File: src/logic/cps_pkg.sv
/*
  package of the clock path select and output control block: register map, field
  positions, reset values, source and format codes, and the carrier structs.
  assumes a 32-bit axi4-lite register bus with byte addresses and one word per register.
*/
package cps_pkg;

  // register byte offsets
  localparam logic [11:0] OFS_MAIN_CONTROL_ONE = 12'h000;
  localparam logic [11:0] OFS_MAIN_CONTROL_TWO = 12'h004;
  localparam logic [11:0] OFS_GLOBAL_INTERRUPT_STATUS = 12'h008;
  localparam logic [11:0] OFS_INPUT_RECEIVER_ENABLES = 12'h00C;
  localparam logic [11:0] OFS_BANK_PATH_SELECT = 12'h010;
  localparam logic [11:0] OFS_DIVIDER_ENABLE_BITS = 12'h014;
  localparam logic [11:0] OFS_PATH_ONE_CONTROL_ONE = 12'h020;
  localparam logic [11:0] OFS_PATH_ONE_CONTROL_THREE = 12'h024;
  localparam logic [11:0] OFS_PATH_ONE_STATUS = 12'h028;
  localparam logic [11:0] OFS_PATH_STRIDE = 12'h010;
  localparam logic [11:0] OFS_OUTPUT_CONTROL_TWO = 12'h100;
  localparam logic [11:0] OFS_OUTPUT_DIFFERENTIAL_LEVELS = 12'h200;

  // field positions
  localparam int POS_RING_OSC_DISABLE = 0;
  localparam int POS_CRYSTAL_MODE = 0;
  localparam int POS_BOOT_CONFIG_DONE = 0;
  localparam int POS_SWITCH_PIN_CHOICE = 0;
  localparam int POS_PRIMARY_SELECT = 0;
  localparam int POS_ALTERNATE_SELECT = 4;
  localparam int POS_PIN_SWITCH_ENABLE = 8;
  localparam int POS_SELECTED_REFERENCE = 0;
  localparam int POS_SIGNAL_FORMAT = 0;
  localparam int POS_OUTPUT_INVERT = 4;
  localparam int POS_DRIVE = 5;
  localparam int POS_SWING_LEVEL = 0;
  localparam int POS_COMMON_MODE_LEVEL = 4;

  // crystal pin buffer mode codes, and reset values of the crystal mode, swing level and common mode level
  localparam logic [1:0] XMODE_CRYSTAL = 2'h1;
  localparam logic [1:0] XMODE_SINGLE_ENDED = 2'h2;
  localparam logic [1:0] RST_CRYSTAL_MODE = 2'h0;
  localparam logic [3:0] RST_COMMON_MODE_LEVEL = 4'h0;
  localparam logic [3:0] RST_SWING_LEVEL = 4'h0;

  // path input sources
  typedef enum logic [2:0] {
    CPS_SRC_CLK1 = 3'b000,
    CPS_SRC_CLK2 = 3'b001,
    CPS_SRC_CLK3 = 3'b010,
    CPS_SRC_XPIN = 3'b011,
    CPS_SRC_XDRV = 3'b100
  } cps_src_e;

  // output signal format codes
  localparam logic [3:0] FMT_DISABLED = 4'h0;
  localparam logic [3:0] FMT_LVDS = 4'h1;
  localparam logic [3:0] FMT_PROG_DIFF = 4'h2;
  localparam logic [3:0] FMT_HCSL = 4'h3;
  localparam logic [3:0] FMT_HSTL = 4'h4;
  localparam logic [3:0] FMT_SE_NEG_OFF = 4'h5;
  localparam logic [3:0] FMT_SE_NEG_SAME = 4'h6;
  localparam logic [3:0] FMT_SE_NEG_INV = 4'h7;
  localparam logic [3:0] FMT_SE_NEG_DIV = 4'h8;

  // negative pin modes and differential kinds at the driver
  localparam logic [1:0] NEG_OFF = 2'h0;
  localparam logic [1:0] NEG_SAME = 2'h1;
  localparam logic [1:0] NEG_INV = 2'h2;
  localparam logic [1:0] DIFF_NONE = 2'h0;
  localparam logic [1:0] DIFF_LVDS = 2'h1;
  localparam logic [1:0] DIFF_PROG = 2'h2;
  localparam logic [1:0] DIFF_HCSL = 2'h3;

  localparam logic [1:0] RESP_OKAY = 2'h0;
  localparam logic [1:0] RESP_SLVERR = 2'h2;

  // per-path configuration
  typedef struct packed {
    logic pin_switch_enable;
    logic [1:0] switch_pin_choice;
    logic [2:0] primary_select;
    logic [2:0] alternate_input_select;
  } cps_pcfg_s;

  // per-output configuration as software wrote it
  typedef struct packed {
    logic [3:0] output_signal_format;
    logic output_invert;
    logic [1:0] drive;
    logic [3:0] swing_level;
    logic [3:0] common_mode_level;
  } cps_ocfg_s;

  // per-output controls presented to the analog driver and divider chain
  typedef struct packed {
    logic driver_on;
    logic low_power;
    logic div_en;
    logic invert;
    logic [1:0] drive;
    logic [1:0] neg_mode;
    logic neg_div;
    logic [1:0] diff_kind;
    logic [3:0] swing_level;
    logic [3:0] common_mode_level;
  } cps_octl_s;

endpackage : cps_pkg

File: src/logic/cps_ctl.sv
/*
  clock path select and output control: axi4-lite register slave, crystal pin mode,
  ring oscillator gating, input receiver enables, two fanout path selectors with
  gpio switching and live status, and per-output driver and divider controls.
  assumes aclk at 250 mhz, gpio pins asynchronous, boot done flag from another clock.
*/
// The AXI4-Lite interface to the registers and the register offsets were decided locally.
`timescale 1ns/100ps
`default_nettype none

module cps_ctl #(
  parameter int NOUT = 10,
  parameter int NBANK = 6
) (
  input wire logic aclk,
  input wire logic aresetn,
  input wire logic [11:0] s_axi_awaddr,
  input wire logic s_axi_awvalid,
  output logic s_axi_awready,
  input wire logic [31:0] s_axi_wdata,
  input wire logic [3:0] s_axi_wstrb,
  input wire logic s_axi_wvalid,
  output logic s_axi_wready,
  output logic [1:0] s_axi_bresp,
  output logic s_axi_bvalid,
  input wire logic s_axi_bready,
  input wire logic [11:0] s_axi_araddr,
  input wire logic s_axi_arvalid,
  output logic s_axi_arready,
  output logic [31:0] s_axi_rdata,
  output logic [1:0] s_axi_rresp,
  output logic s_axi_rvalid,
  input wire logic s_axi_rready,
  input wire logic [3:0] gpio_in,
  input wire logic boot_config_done,
  output logic crystal_driver_en,
  output logic crystal_pin_a_input_en,
  output logic ring_osc_en,
  output logic [2:0] input_receiver_en,
  output logic [1:0][2:0] path_source,
  output logic [NBANK-1:0] bank_path_select,
  output cps_pkg::cps_octl_s [NOUT-1:0] output_ctl
);

  typedef struct packed {
    logic aw_full;
    logic [11:0] aw_addr;
    logic w_full;
    logic [31:0] w_data;
    logic [3:0] w_strb;
    logic awready;
    logic wready;
    logic bvalid;
    logic [1:0] bresp;
    logic arready;
    logic rvalid;
    logic [31:0] rdata;
    logic [1:0] rresp;
    logic [3:0] gpio_s1;
    logic [3:0] gpio_s2;
    logic done_s1;
    logic done_s2;
    logic [1:0] crystal_pin_buffer_mode;
    logic ring_osc_disable;
    logic [2:0] rx_en;
    logic [NBANK-1:0] bank_sel;
    logic [NOUT-1:0] divider_enable_bits;
    cps_pkg::cps_pcfg_s [1:0] pcfg;
    cps_pkg::cps_ocfg_s [NOUT-1:0] ocfg;
    logic xtal_drv;
    logic xtal_in;
    logic rosc_on;
    logic [1:0][2:0] src;
    cps_pkg::cps_octl_s [NOUT-1:0] octl;
  } cps_state_s;

  cps_state_s st;
  cps_state_s next_st;

  // byte-lane merge of a write into the current register word
  function automatic logic [31:0] cps_merge(input logic [31:0] old, input logic [31:0] wd,
                                            input logic [3:0] be);
    logic [31:0] m;
    m = {{8{be[3]}}, {8{be[2]}}, {8{be[1]}}, {8{be[0]}}};
    return (old & ~m) | (wd & m);
  endfunction : cps_merge

  // register readback; hit reports a mapped address
  function automatic logic [31:0] cps_read(input cps_state_s s, input logic [11:0] a,
                                           output logic hit);
    logic [31:0] d;
    d = 32'h0000_0000;
    hit = 1'b1;
    if (a == cps_pkg::OFS_MAIN_CONTROL_ONE) begin
      d[cps_pkg::POS_RING_OSC_DISABLE] = s.ring_osc_disable;
    end else if (a == cps_pkg::OFS_MAIN_CONTROL_TWO) begin
      d[cps_pkg::POS_CRYSTAL_MODE +: 2] = s.crystal_pin_buffer_mode;
    end else if (a == cps_pkg::OFS_GLOBAL_INTERRUPT_STATUS) begin
      d[cps_pkg::POS_BOOT_CONFIG_DONE] = s.done_s2;
    end else if (a == cps_pkg::OFS_INPUT_RECEIVER_ENABLES) begin
      d[2:0] = s.rx_en;
    end else if (a == cps_pkg::OFS_BANK_PATH_SELECT) begin
      d[NBANK-1:0] = s.bank_sel;
    end else if (a == cps_pkg::OFS_DIVIDER_ENABLE_BITS) begin
      d[NOUT-1:0] = s.divider_enable_bits;
    end else begin
      // paths and outputs decode by stride; a word that matches nothing stays unmapped
      hit = 1'b0;
      for (int p = 0; p < 2; p++) begin
        if (a == cps_pkg::OFS_PATH_ONE_CONTROL_ONE + 12'(p) * cps_pkg::OFS_PATH_STRIDE) begin
          d[cps_pkg::POS_SWITCH_PIN_CHOICE +: 2] = s.pcfg[p].switch_pin_choice;
          hit = 1'b1;
        end
        if (a == cps_pkg::OFS_PATH_ONE_CONTROL_THREE + 12'(p) * cps_pkg::OFS_PATH_STRIDE) begin
          d[cps_pkg::POS_PRIMARY_SELECT +: 3] = s.pcfg[p].primary_select;
          d[cps_pkg::POS_ALTERNATE_SELECT +: 3] = s.pcfg[p].alternate_input_select;
          d[cps_pkg::POS_PIN_SWITCH_ENABLE] = s.pcfg[p].pin_switch_enable;
          hit = 1'b1;
        end
        if (a == cps_pkg::OFS_PATH_ONE_STATUS + 12'(p) * cps_pkg::OFS_PATH_STRIDE) begin
          d[cps_pkg::POS_SELECTED_REFERENCE +: 3] = s.src[p];
          hit = 1'b1;
        end
      end
      for (int i = 0; i < NOUT; i++) begin
        if (a == cps_pkg::OFS_OUTPUT_CONTROL_TWO + 12'(i * 4)) begin
          d[cps_pkg::POS_SIGNAL_FORMAT +: 4] = s.ocfg[i].output_signal_format;
          d[cps_pkg::POS_OUTPUT_INVERT] = s.ocfg[i].output_invert;
          d[cps_pkg::POS_DRIVE +: 2] = s.ocfg[i].drive;
          hit = 1'b1;
        end
        if (a == cps_pkg::OFS_OUTPUT_DIFFERENTIAL_LEVELS + 12'(i * 4)) begin
          d[cps_pkg::POS_SWING_LEVEL +: 4] = s.ocfg[i].swing_level;
          d[cps_pkg::POS_COMMON_MODE_LEVEL +: 4] = s.ocfg[i].common_mode_level;
          hit = 1'b1;
        end
      end
    end
    return d;
  endfunction : cps_read

  always_comb begin
    logic [31:0] old_word;
    logic [31:0] wd;
    logic [31:0] rd_word;
    logic whit;
    logic rhit;
    logic do_write;
    logic pin_level;
    logic [3:0] fmt;
    old_word = 32'h0000_0000;
    wd = 32'h0000_0000;
    rd_word = 32'h0000_0000;
    whit = 1'b0;
    rhit = 1'b0;
    pin_level = 1'b0;
    fmt = 4'h0;
    do_write = 1'b0;
    next_st = st;

    // gpio and boot-done cross in through two flops each
    next_st.gpio_s1 = gpio_in;
    next_st.gpio_s2 = st.gpio_s1;
    next_st.done_s1 = boot_config_done;
    next_st.done_s2 = st.done_s1;

    // write address and data are caught independently, in either order
    if (s_axi_awvalid && st.awready) begin
      next_st.aw_full = 1'b1;
      next_st.aw_addr = s_axi_awaddr;
    end
    if (s_axi_wvalid && st.wready) begin
      next_st.w_full = 1'b1;
      next_st.w_data = s_axi_wdata;
      next_st.w_strb = s_axi_wstrb;
    end
    if (st.bvalid && s_axi_bready) begin
      next_st.bvalid = 1'b0;
    end

    // the register file runs on aclk only, never on the ring oscillator
    do_write = st.aw_full && st.w_full && !st.bvalid;
    if (do_write) begin
      old_word = cps_read(st, {st.aw_addr[11:2], 2'b00}, whit);
      wd = cps_merge(old_word, st.w_data, st.w_strb);
      next_st.aw_full = 1'b0;
      next_st.w_full = 1'b0;
      next_st.bvalid = 1'b1;
      next_st.bresp = whit ? cps_pkg::RESP_OKAY : cps_pkg::RESP_SLVERR;
      unique case ({st.aw_addr[11:2], 2'b00})
        cps_pkg::OFS_MAIN_CONTROL_ONE: begin
          next_st.ring_osc_disable = wd[cps_pkg::POS_RING_OSC_DISABLE];
        end
        cps_pkg::OFS_MAIN_CONTROL_TWO: begin
          next_st.crystal_pin_buffer_mode = wd[cps_pkg::POS_CRYSTAL_MODE +: 2];
        end
        cps_pkg::OFS_INPUT_RECEIVER_ENABLES: begin
          next_st.rx_en = wd[2:0];
        end
        cps_pkg::OFS_BANK_PATH_SELECT: begin
          next_st.bank_sel = wd[NBANK-1:0];
        end
        cps_pkg::OFS_DIVIDER_ENABLE_BITS: begin
          next_st.divider_enable_bits = wd[NOUT-1:0];
        end
        default: begin
          for (int p = 0; p < 2; p++) begin
            if ({st.aw_addr[11:2], 2'b00} ==
                cps_pkg::OFS_PATH_ONE_CONTROL_ONE + 12'(p) * cps_pkg::OFS_PATH_STRIDE) begin
              next_st.pcfg[p].switch_pin_choice = wd[cps_pkg::POS_SWITCH_PIN_CHOICE +: 2];
            end
            if ({st.aw_addr[11:2], 2'b00} ==
                cps_pkg::OFS_PATH_ONE_CONTROL_THREE + 12'(p) * cps_pkg::OFS_PATH_STRIDE) begin
              next_st.pcfg[p].primary_select = wd[cps_pkg::POS_PRIMARY_SELECT +: 3];
              next_st.pcfg[p].alternate_input_select = wd[cps_pkg::POS_ALTERNATE_SELECT +: 3];
              next_st.pcfg[p].pin_switch_enable = wd[cps_pkg::POS_PIN_SWITCH_ENABLE];
            end
          end
          for (int i = 0; i < NOUT; i++) begin
            if ({st.aw_addr[11:2], 2'b00} == cps_pkg::OFS_OUTPUT_CONTROL_TWO + 12'(i * 4)) begin
              next_st.ocfg[i].output_signal_format = wd[cps_pkg::POS_SIGNAL_FORMAT +: 4];
              next_st.ocfg[i].output_invert = wd[cps_pkg::POS_OUTPUT_INVERT];
              next_st.ocfg[i].drive = wd[cps_pkg::POS_DRIVE +: 2];
            end
            if ({st.aw_addr[11:2], 2'b00} ==
                cps_pkg::OFS_OUTPUT_DIFFERENTIAL_LEVELS + 12'(i * 4)) begin
              next_st.ocfg[i].swing_level = wd[cps_pkg::POS_SWING_LEVEL +: 4];
              next_st.ocfg[i].common_mode_level = wd[cps_pkg::POS_COMMON_MODE_LEVEL +: 4];
            end
          end
        end
      endcase
    end
    // one write in flight: a side stays closed from taking its half until the write response is accepted
    next_st.awready = !next_st.aw_full && !next_st.bvalid;
    next_st.wready = !next_st.w_full && !next_st.bvalid;

    // reads answer one cycle after the address is taken
    if (st.rvalid && s_axi_rready) begin
      next_st.rvalid = 1'b0;
    end
    if (s_axi_arvalid && st.arready) begin
      rd_word = cps_read(st, {s_axi_araddr[11:2], 2'b00}, rhit);
      next_st.rvalid = 1'b1;
      next_st.rdata = rd_word;
      next_st.rresp = rhit ? cps_pkg::RESP_OKAY : cps_pkg::RESP_SLVERR;
    end
    // arready falls with the address it takes, so a second read waits for rready
    next_st.arready = !next_st.rvalid;

    next_st.xtal_drv = (st.crystal_pin_buffer_mode == cps_pkg::XMODE_CRYSTAL);
    next_st.xtal_in = (st.crystal_pin_buffer_mode == cps_pkg::XMODE_SINGLE_ENDED);
    // disable only counts once boot is seen done, so boot never loses its clock
    next_st.rosc_on = !(st.ring_osc_disable && st.done_s2);

    // status reads this registered choice, so it always matches path_source
    // two identical selectors
    for (int p = 0; p < 2; p++) begin
      pin_level = st.gpio_s2[st.pcfg[p].switch_pin_choice];
      if (st.pcfg[p].pin_switch_enable && pin_level) begin
        next_st.src[p] = st.pcfg[p].alternate_input_select;
      end else begin
        next_st.src[p] = st.pcfg[p].primary_select;
      end
    end

    // codes above 8 keep the driver on but unshaped; software should not use them
    for (int i = 0; i < NOUT; i++) begin
      fmt = st.ocfg[i].output_signal_format;
      next_st.octl[i].driver_on = (fmt != cps_pkg::FMT_DISABLED);
      next_st.octl[i].low_power = (fmt == cps_pkg::FMT_DISABLED);
      next_st.octl[i].div_en = st.divider_enable_bits[i];
      next_st.octl[i].invert = st.ocfg[i].output_invert;
      next_st.octl[i].drive = st.ocfg[i].drive;
      next_st.octl[i].neg_mode = cps_pkg::NEG_OFF;
      next_st.octl[i].neg_div = 1'b0;
      next_st.octl[i].diff_kind = cps_pkg::DIFF_NONE;
      next_st.octl[i].swing_level = 4'h0;
      next_st.octl[i].common_mode_level = 4'h0;
      unique case (fmt)
        cps_pkg::FMT_LVDS: begin
          // swing is fixed by the driver in this format
          next_st.octl[i].diff_kind = cps_pkg::DIFF_LVDS;
          next_st.octl[i].common_mode_level = st.ocfg[i].common_mode_level;
        end
        cps_pkg::FMT_PROG_DIFF: begin
          next_st.octl[i].diff_kind = cps_pkg::DIFF_PROG;
          next_st.octl[i].swing_level = st.ocfg[i].swing_level;
          next_st.octl[i].common_mode_level = st.ocfg[i].common_mode_level;
        end
        cps_pkg::FMT_HCSL: begin
          next_st.octl[i].diff_kind = cps_pkg::DIFF_HCSL;
          next_st.octl[i].swing_level = st.ocfg[i].swing_level;
          next_st.octl[i].common_mode_level = st.ocfg[i].common_mode_level;
        end
        cps_pkg::FMT_HSTL: begin
          next_st.octl[i].neg_mode = cps_pkg::NEG_INV;
        end
        cps_pkg::FMT_SE_NEG_SAME: begin
          next_st.octl[i].neg_mode = cps_pkg::NEG_SAME;
        end
        cps_pkg::FMT_SE_NEG_INV: begin
          next_st.octl[i].neg_mode = cps_pkg::NEG_INV;
        end
        cps_pkg::FMT_SE_NEG_DIV: begin
          next_st.octl[i].neg_mode = cps_pkg::NEG_SAME;
          next_st.octl[i].neg_div = 1'b1;
        end
        default: begin
          // disabled, negative pin off, and undefined codes leave the negative pin off
          next_st.octl[i].neg_mode = cps_pkg::NEG_OFF;
        end
      endcase
    end
  end

  always_ff @(posedge aclk) begin
    if (!aresetn) begin
      // readies stay low here and rise on the first edge after release
      st <= '0;
      st.crystal_pin_buffer_mode <= cps_pkg::RST_CRYSTAL_MODE;
      st.rosc_on <= 1'b1;
      for (int i = 0; i < NOUT; i++) begin
        st.ocfg[i].swing_level <= cps_pkg::RST_SWING_LEVEL;
        st.ocfg[i].common_mode_level <= cps_pkg::RST_COMMON_MODE_LEVEL;
        st.octl[i].low_power <= 1'b1;
      end
    end else begin
      st <= next_st;
    end
  end

  assign s_axi_awready = st.awready;
  assign s_axi_wready = st.wready;
  assign s_axi_bvalid = st.bvalid;
  assign s_axi_bresp = st.bresp;
  assign s_axi_arready = st.arready;
  assign s_axi_rvalid = st.rvalid;
  assign s_axi_rdata = st.rdata;
  assign s_axi_rresp = st.rresp;
  assign crystal_driver_en = st.xtal_drv;
  assign crystal_pin_a_input_en = st.xtal_in;
  assign ring_osc_en = st.rosc_on;
  assign input_receiver_en = st.rx_en;
  assign path_source = st.src;
  assign bank_path_select = st.bank_sel;
  assign output_ctl = st.octl;

endmodule : cps_ctl

`default_nettype wire

File: config.mk
export PLATFORM = sky130hd
export DESIGN_NAME = cps_ctl
export DESIGN_NICKNAME = d
export VERILOG_FILES = /design/src/logic/cps_pkg.sv /design/src/logic/cps_ctl.sv
export SDC_FILE = /design/constraint.sdc
export NUM_CORES = 1
export LEC_CHECK = 0
export ABC_CLOCK_PERIOD_IN_PS = 3100
export BUFFER_PORTS_ARGS = -buffer_cell sky130_fd_sc_hd__buf_2
export CORE_MARGIN = 2
export CORE_UTILIZATION = 45
export DETAILED_ROUTE_END_ITERATION = 10
export PLACE_DENSITY = 0.65
export RECOVER_POWER = 25
export SETUP_SLACK_MARGIN = 0.15
export SKIP_LAST_GASP = 1
export SYNTH_ARGS = -nofsm -noshare
export SYNTH_HDL_FRONTEND = slang
export SYNTH_SLANG_ARGS = --single-unit
File: constraint.sdc
create_clock -name aclk -period 3.1 [get_ports aclk]
set_input_delay 0 -clock aclk [delete_from_list [all_inputs] [get_ports aclk]]
set_output_delay 0 -clock aclk [all_outputs]
set_load 0.01 [all_outputs]
==> results.toml, run 1 <==
[synthesis]
synth_top_area_cell = "dfxtp_1"
syn_area_per_cell_um2 = 8.32
synthFlopType = "dfxtp_1"
yosysTopAreaCellShare_pct = 40.9
yosysWarnings = 0
synthDistinctLibCells = 88
syn_inst = 2591
async_flop_share_pct = 0
synth_area_um2 = 21500
ys_ff_latch = 440
synth.area.top_cells = "dfxtp_1 (41%), buf_4 (8.5%), nand2_1 (5.1%), a21oi_1 (3.8%), and2_1 (3.2%)"
ys_seq_area_share_pct = 40.9
synth_edf_count = 0
yosys-top-cells-count = "dfxtp_1 (440), nand2_1 (295), buf_4 (243)"
yosysMostFrequentCell = "dfxtp_1"

[cells_and_area]
final_core_util_pct = 57.2
area_growth_pct = 26.1
final_cell_count_no_fill = 3594
final_layout_size_suffix_gt1_share_pct = 23.9
nets = 3020

[placed_design]
place_congestion = 1.03
portBuffers = 268
dp_cells = 3429
dp_worst_setup_slack_ns = -0.351
place.detailed.hpwl_um = 75500

[critical_path]
timing.rr.start = "st[486]$_SDFFE_PN0P_"
crit_start = "st[486]$_SDFFE_PN0P_"
critPathLaunchType = "register"
path_common_cell = "buf_4"
critPathMaxFanout = 10
critical_path_class = "register to register"
path_cells = "buf_4 > nand2b_2 > buf_4 > buf_4 > nor3_4 > buf_4 > nor4_2 > o211ai_1 > a31oi_2 > o31ai_2 > buf_6 > buf_12 > buf_16 > a21oi_1"
critPathSlowestCell = "nor4_2"
max_stage_delay_ns = 0.43
crit_arrival_ns = 3.56
cp_data_required_time_ns = 3.60
endpoint_kind = "register"

[clocking]
clk_pin_slew_ns = 0.06
cts-root-buf = "clkbuf_16"
clock_latency_ns = 0.60
numCtsBuffers = 44
cts_buffer_depth = 3
cts_tree = "built"
cts.sinks = 440
htree_levels = 2

[drt]
viasPerCell = 6.25
ant_nets = 0
drt_wl_total_um = 102000
drc = 0
post_drt_wl_per_cell_um = 28.4
dr.pass1.iters = 6
dr_total_vias = 22500
first_iter_violations = 3020

[floorplanning]
rows = 80
die_y_um = 223
die_area_um2 = 49700
num_io_pins = 321
core_area_um2 = 47500
die_x_um = 223
initial_core_util_pct = 45.3

[grt]
antenna_found_initial = 1
grt_max_degree = 103
grt_pass1_wl_um = 145000
grt_pass1_vias = 21100
track_usage_pct = 39.3
overflow = 0

[timing]
tightest_slew_ns = 0.835
setup_violations = 0
post-route-period-util_pct = 98.8
drv_slew = 0
fin_hold_ws_ns = 0.0252
fmax_mhz = 327
period_needed_ns = 3.06
skew_ns = 0.0347
slew_headroom_pct = 42.9
hold_viol = 0
rsz0062_at_grt = "true"
finalWorstSetupSlack_ns = 0.0379

[job]
drv_cap = 0

[power]
leakagePower_uw = 0.0108
vdd_drop_max_mv = 0.410
power.total_uw = 13000
power_density_nw_per_um2 = 479

[min_path]
hold_path.class = "input port to register"
min_from = "s_axi_wvalid"

[status]
outcome = "finished clean"
-- path summary, 6_finish.rpt --
kind / cells after the start / slack, ns / end
setup reg to reg: 14 / 0.04 / st[200]$_SDFFE_PN0P_
setup / recovery: 14 / 0.04 / st[200]$_SDFFE_PN0P_
hold / removal: 4 / 0.03 / st[450]$_SDFFE_PN0P_
hold reg to reg: 1 / 0.42 / st[389]$_SDFF_PN0_
-- kinds of logic after synthesis --
group,share of synthesized area (%)
flip-flops,40.9
buffers and inverters,12.5
XOR/XNOR,0.406
AND/OR/NAND/NOR,23.1
AO/OA/AOI/OAI,21.9
other,0.0174
multiplexers,1.13
-- layout make-up --
cell class | instances | area (um^2)
Sequential cell | 440 | 8820
Clock inverter | 16 | 248
Fill cell | 4420 | 20400
Tap cell | 615 | 769
Inverter | 26 | 100
Clock buffer | 60 | 1200
Multi-Input combinational cell | 1719 | 10700
Timing Repair Buffer | 717 | 5320
Antenna cell | 1 | 2.50
-- flip-flops by register name (all words and copies together) (netlist names), 3 cells and up --
register	flops
next_st	45
output_ctl	190
input_receiver_en	3
s_axi_rdata	10
st	170
bank_path_select	6
path_source	6
-- critical path: cells and delay by family, from the launching register on --
family | cells | cell delay [ns]
flip-flops | 1 | 0.31
buffers and inverters | 7 | 1.14
AND/OR/NAND/NOR | 3 | 0.66
AO/OA/AOI/OAI | 4 | 0.87
-- report_power, final --
group	internal, uW	switching (uW)	leakage, uW	total [uW]
registers	5680	24.7	0.00355	5710
logic	671	1160	0.00649	1830
clock network	3210	2270	0.000709	5480
total	9560	3450	0.0108	13000
-- metrics by stage --
stage	cell area (um^2)	TNS, ns
floorplan	21600	0
global placement	24300	-10.92
detailed placement	24300	-12.27
CTS	26900	0
global route	27200	-0.00244
finish	27200	0
-- per-layer routing --
metal	up-vias	GRT usage, %	wire [um]
met2	1310	61.9	45600
met5	-	0	10
met3	222	7.19	9730
li1	9831	-	-
met4	2	14.7	3860
met1	11100	53.8	43000
-- timing repair --
item / in CTS / in global routing
resized for setup: 58 / 79
hold endpoints to repair: 82 / 0
hold buffers: 54 / 0
setup endpoints to repair: 160 / 145
pin swaps: 11 / 15
buffers inserted: 18 / 9
gates cloned: 3 / 4
-- placed cells by master (no fill, tap or decap), types with 40 or more instances in the layout --
cell type,synthesis,routed
a21oi_1,164,161
a31oi_1,41,40
and2_1,109,103
and3_1,40,40
buf_2,41,116
buf_4,243,331
clkbuf_1,135,164
clkbuf_16,0,47
dfxtp_1,440,436
dlygate4sd3_1,0,54
nand2_1,295,294
nand3_1,133,132
nor2_1,157,147
nor3_1,62,57
o21ai_0,131,117
Note: power is estimated with default switching activity, not from simulation.
==> run 2: changes to the inputs <==
--- a/config.mk
+++ b/config.mk
@@ -6,9 +6,10 @@
 export NUM_CORES = 1
 export LEC_CHECK = 0
 export ABC_CLOCK_PERIOD_IN_PS = 3100
-export BUFFER_PORTS_ARGS = -buffer_cell sky130_fd_sc_hd__buf_2
+export BUFFER_PORTS_ARGS = -buffer_cell sky130_fd_sc_hd__buf_4
 export CORE_MARGIN = 2
 export CORE_UTILIZATION = 45
+export CTS_CLUSTER_DIAMETER = 150
 export DETAILED_ROUTE_END_ITERATION = 10
 export PLACE_DENSITY = 0.65
 export RECOVER_POWER = 25
==> constraint.sdc (replaced) <==
create_clock -name aclk -period 3.1 [get_ports aclk]
set_input_delay 0 -clock aclk [delete_from_list [all_inputs] [get_ports aclk]]
set_output_delay 0 -clock aclk [all_outputs]
set_load 0.05 [all_outputs]
==> results.toml, run 2 (synthesis results as in run 1) <==
[critical_path]
path_common_cell = "buf_6"
crit_family = "compound AO/OA/AOI/OAI gates"
critPathMaxFanout = 9
critPathLaunchType = "register"
crit_arrival_ns = 3.46
timing.rr.start = "st[482]$_SDFFE_PN0P_"
critical_path_class = "register to register"
path_cells = "buf_6 > or4_4 > buf_6 > nor2_4 > a2111oi_4 > buf_4 > o211ai_1 > a31oi_4 > o31ai_4 > buf_4 > buf_6 > a21oi_1"
r2r_cells = 12
critPathSlowestCell = "or4_4"
reg2reg_slack_ns = 0.09
path_buf_inv = 5
endpoint_kind = "register"
max_stage_delay_ns = 0.54
cp_data_required_time_ns = 3.56
r2r_end = "next_st[127]$_SDFFE_PN0P_"

[power]
power.total_uw = 12800
power_frac_comb_pct = 13.8
power_density_nw_per_um2 = 469
swShare_pct = 26.8
vdd_drop_max_mv = 0.436
p_sw_uw = 3440
power_frac_seq_pct = 44.5
p_int_uw = 9390
leakagePower_uw = 0.0107
p_clk_share_pct = 41.7

[floorplanning]
rows = 80
die_y_um = 223
num_io_pins = 321
initial_core_util_pct = 45.3
die_area_um2 = 49700
core_area_um2 = 47500
die_x_um = 223

[timing]
drv_slew = 0
rsz0062_at_grt = "true"
tightest_slew_ns = 0.915
fmax_mhz = 332
setup_violations = 0
post-route-period-util_pct = 97.0
skew_ns = 0.0185
period_needed_ns = 3.01
slew_headroom_pct = 38.7
hold_viol = 0

[grt]
grt_pass1_vias = 21200
track_usage_pct = 39.4
antenna_found_initial = 3
overflow = 0
grt_max_degree = 139
grt_pass1_wl_um = 145000

[clocking]
cts_tree = "built"
cts-root-buf = "clkbuf_16"
numCtsBuffers = 43
cts_buffer_depth = 3
clk_pin_slew_ns = 0.07
htree_levels = 2
clock_latency_ns = 0.59
cts.sinks = 440

[cells_and_area]
layout_commonest_cell = "buf_4"
final_core_util_pct = 57.5
largest_reg_flops = 190
fill_cells = 4401
final_layout_size_suffix_gt1_share_pct = 24.4
final_cell_mix = "buf_4 (468), dfxtp_1 (434), nand2_1 (294), clkbuf_1 (164), a21oi_1 (149)"
nets = 3032
area_growth_pct = 26.9

[placed_design]
place_congestion = 1.02
portBuffers = 268
place.detailed.hpwl_um = 75500

[drt]
drt_wl_total_um = 102000
dr_wl_met2_um = 44900
first_iter_violations = 2871
ant_nets = 0
dr.pass1.iters = 6
drc = 0
post_drt_wl_per_cell_um = 28.3
viasPerCell = 6.24
top_layer = "met5"
wl_met1_um = 41900
wl_met3_um = 10700
dr_total_vias = 22500

[job]
drv_cap = 0

[status]
outcome = "finished clean"

[min_path]
min_from = "s_axi_wvalid"
holdPathStages = 4
hold_path.class = "input port to register"
hold-path-endpoint = "st[448]$_SDFFE_PN0P_"
## run 2: changes by cell type in the layout (fill, tap and decap cells not counted), moves of 5 or more
cell,delta
buf_4,+137
buf_2,-116
buf_12,-7
a21oi_1,-12
o31ai_1,+7
o21ai_0,+11
o31ai_2,-5
a21oi_2,+14
o21ai_1,-12
## run 2: worst max-delay path by stage
stage	from	endpoint	slack [ns]	cells after the start
2_1_floorplan	st[488]$_SDFFE_PN0P_	next_st[70]$_SDFFE_PN0P_	0.44	12
3_3_place_gp	st[488]$_SDFFE_PN0P_	st[317]$_SDFFE_PN0P_	-0.08	12
3_5_place_dp	st[481]$_SDFFE_PN0P_	st[350]$_SDFFE_PN0P_	-0.11	9
4_1_cts	st[484]$_SDFFE_PN0P_	st[276]$_SDFFE_PN0P_	0.15	10
5_1_grt	st[482]$_SDFFE_PN0P_	st[350]$_SDFFE_PN0P_	0.07	12
6_report	st[482]$_SDFFE_PN0P_	next_st[127]$_SDFFE_PN0P_	0.09	12
## run 2: layout make-up
cell class              count  area [um^2]  area share, %
diodes                      1         2.50        0.00915
clock buffers              58         1210           4.44
clock inverters            18          208          0.759
inverters                  26          100          0.366
multi-input cells        1718        10700           39.1
flip-flops and latches    440         8820           32.2
well taps                 615          769           2.81
repair buffers            731         5540           20.3
## run 2: repair_timing
item	CTS	global route
endpoints found under the setup margin	107	150
endpoints found under the hold margin	66	0
hold buffers	57	0
pin swaps	6	18
cloned	2	3
resized for setup	50	84
setup buffers	7	20
## run 2: worst min-delay path, delay by kind of cell
kind / cells / cell delay (ns)
buffers and inverters: 1 / 0.08
and+or+nand+nor: 2 / 0.41
AOI/OAI and AO/OA: 1 / 0.06
## run 2: metal layers
layer	vias up	GRT usage, %
li1	9867	-
met1	11000	53.1
met2	1365	61.4
met3	264	8.49
met4	4	15.8
met5	-	0
## run 2: metrics by stage
step	setup slack, ns	area, um^2	TNS [ns]	instances	hold slack, ns
after CTS	0.152	27400	0	3584	0.00680
final	0.0921	27300	0	3607	0.0206
after global placement	-0.0827	25000	-1.82	3442	0.210
after global routing	0.0666	27300	0	3606	0.0562
after floorplan	0.440	21600	0	2614	0.127
after detailed placement	-0.115	25000	-2.26	3442	0.213
## run 2: power groups by stage
stage | registers, uW | clock network (uW) | logic, uW
after floorplan | 5840 | 0 | 686
after global routing | 5710 | 5610 | 1810
after CTS | 5710 | 5380 | 1540
after detailed placement | 5830 | 0 | 1450
final | 5710 | 5350 | 1780
after global placement | 5830 | 0 | 1430
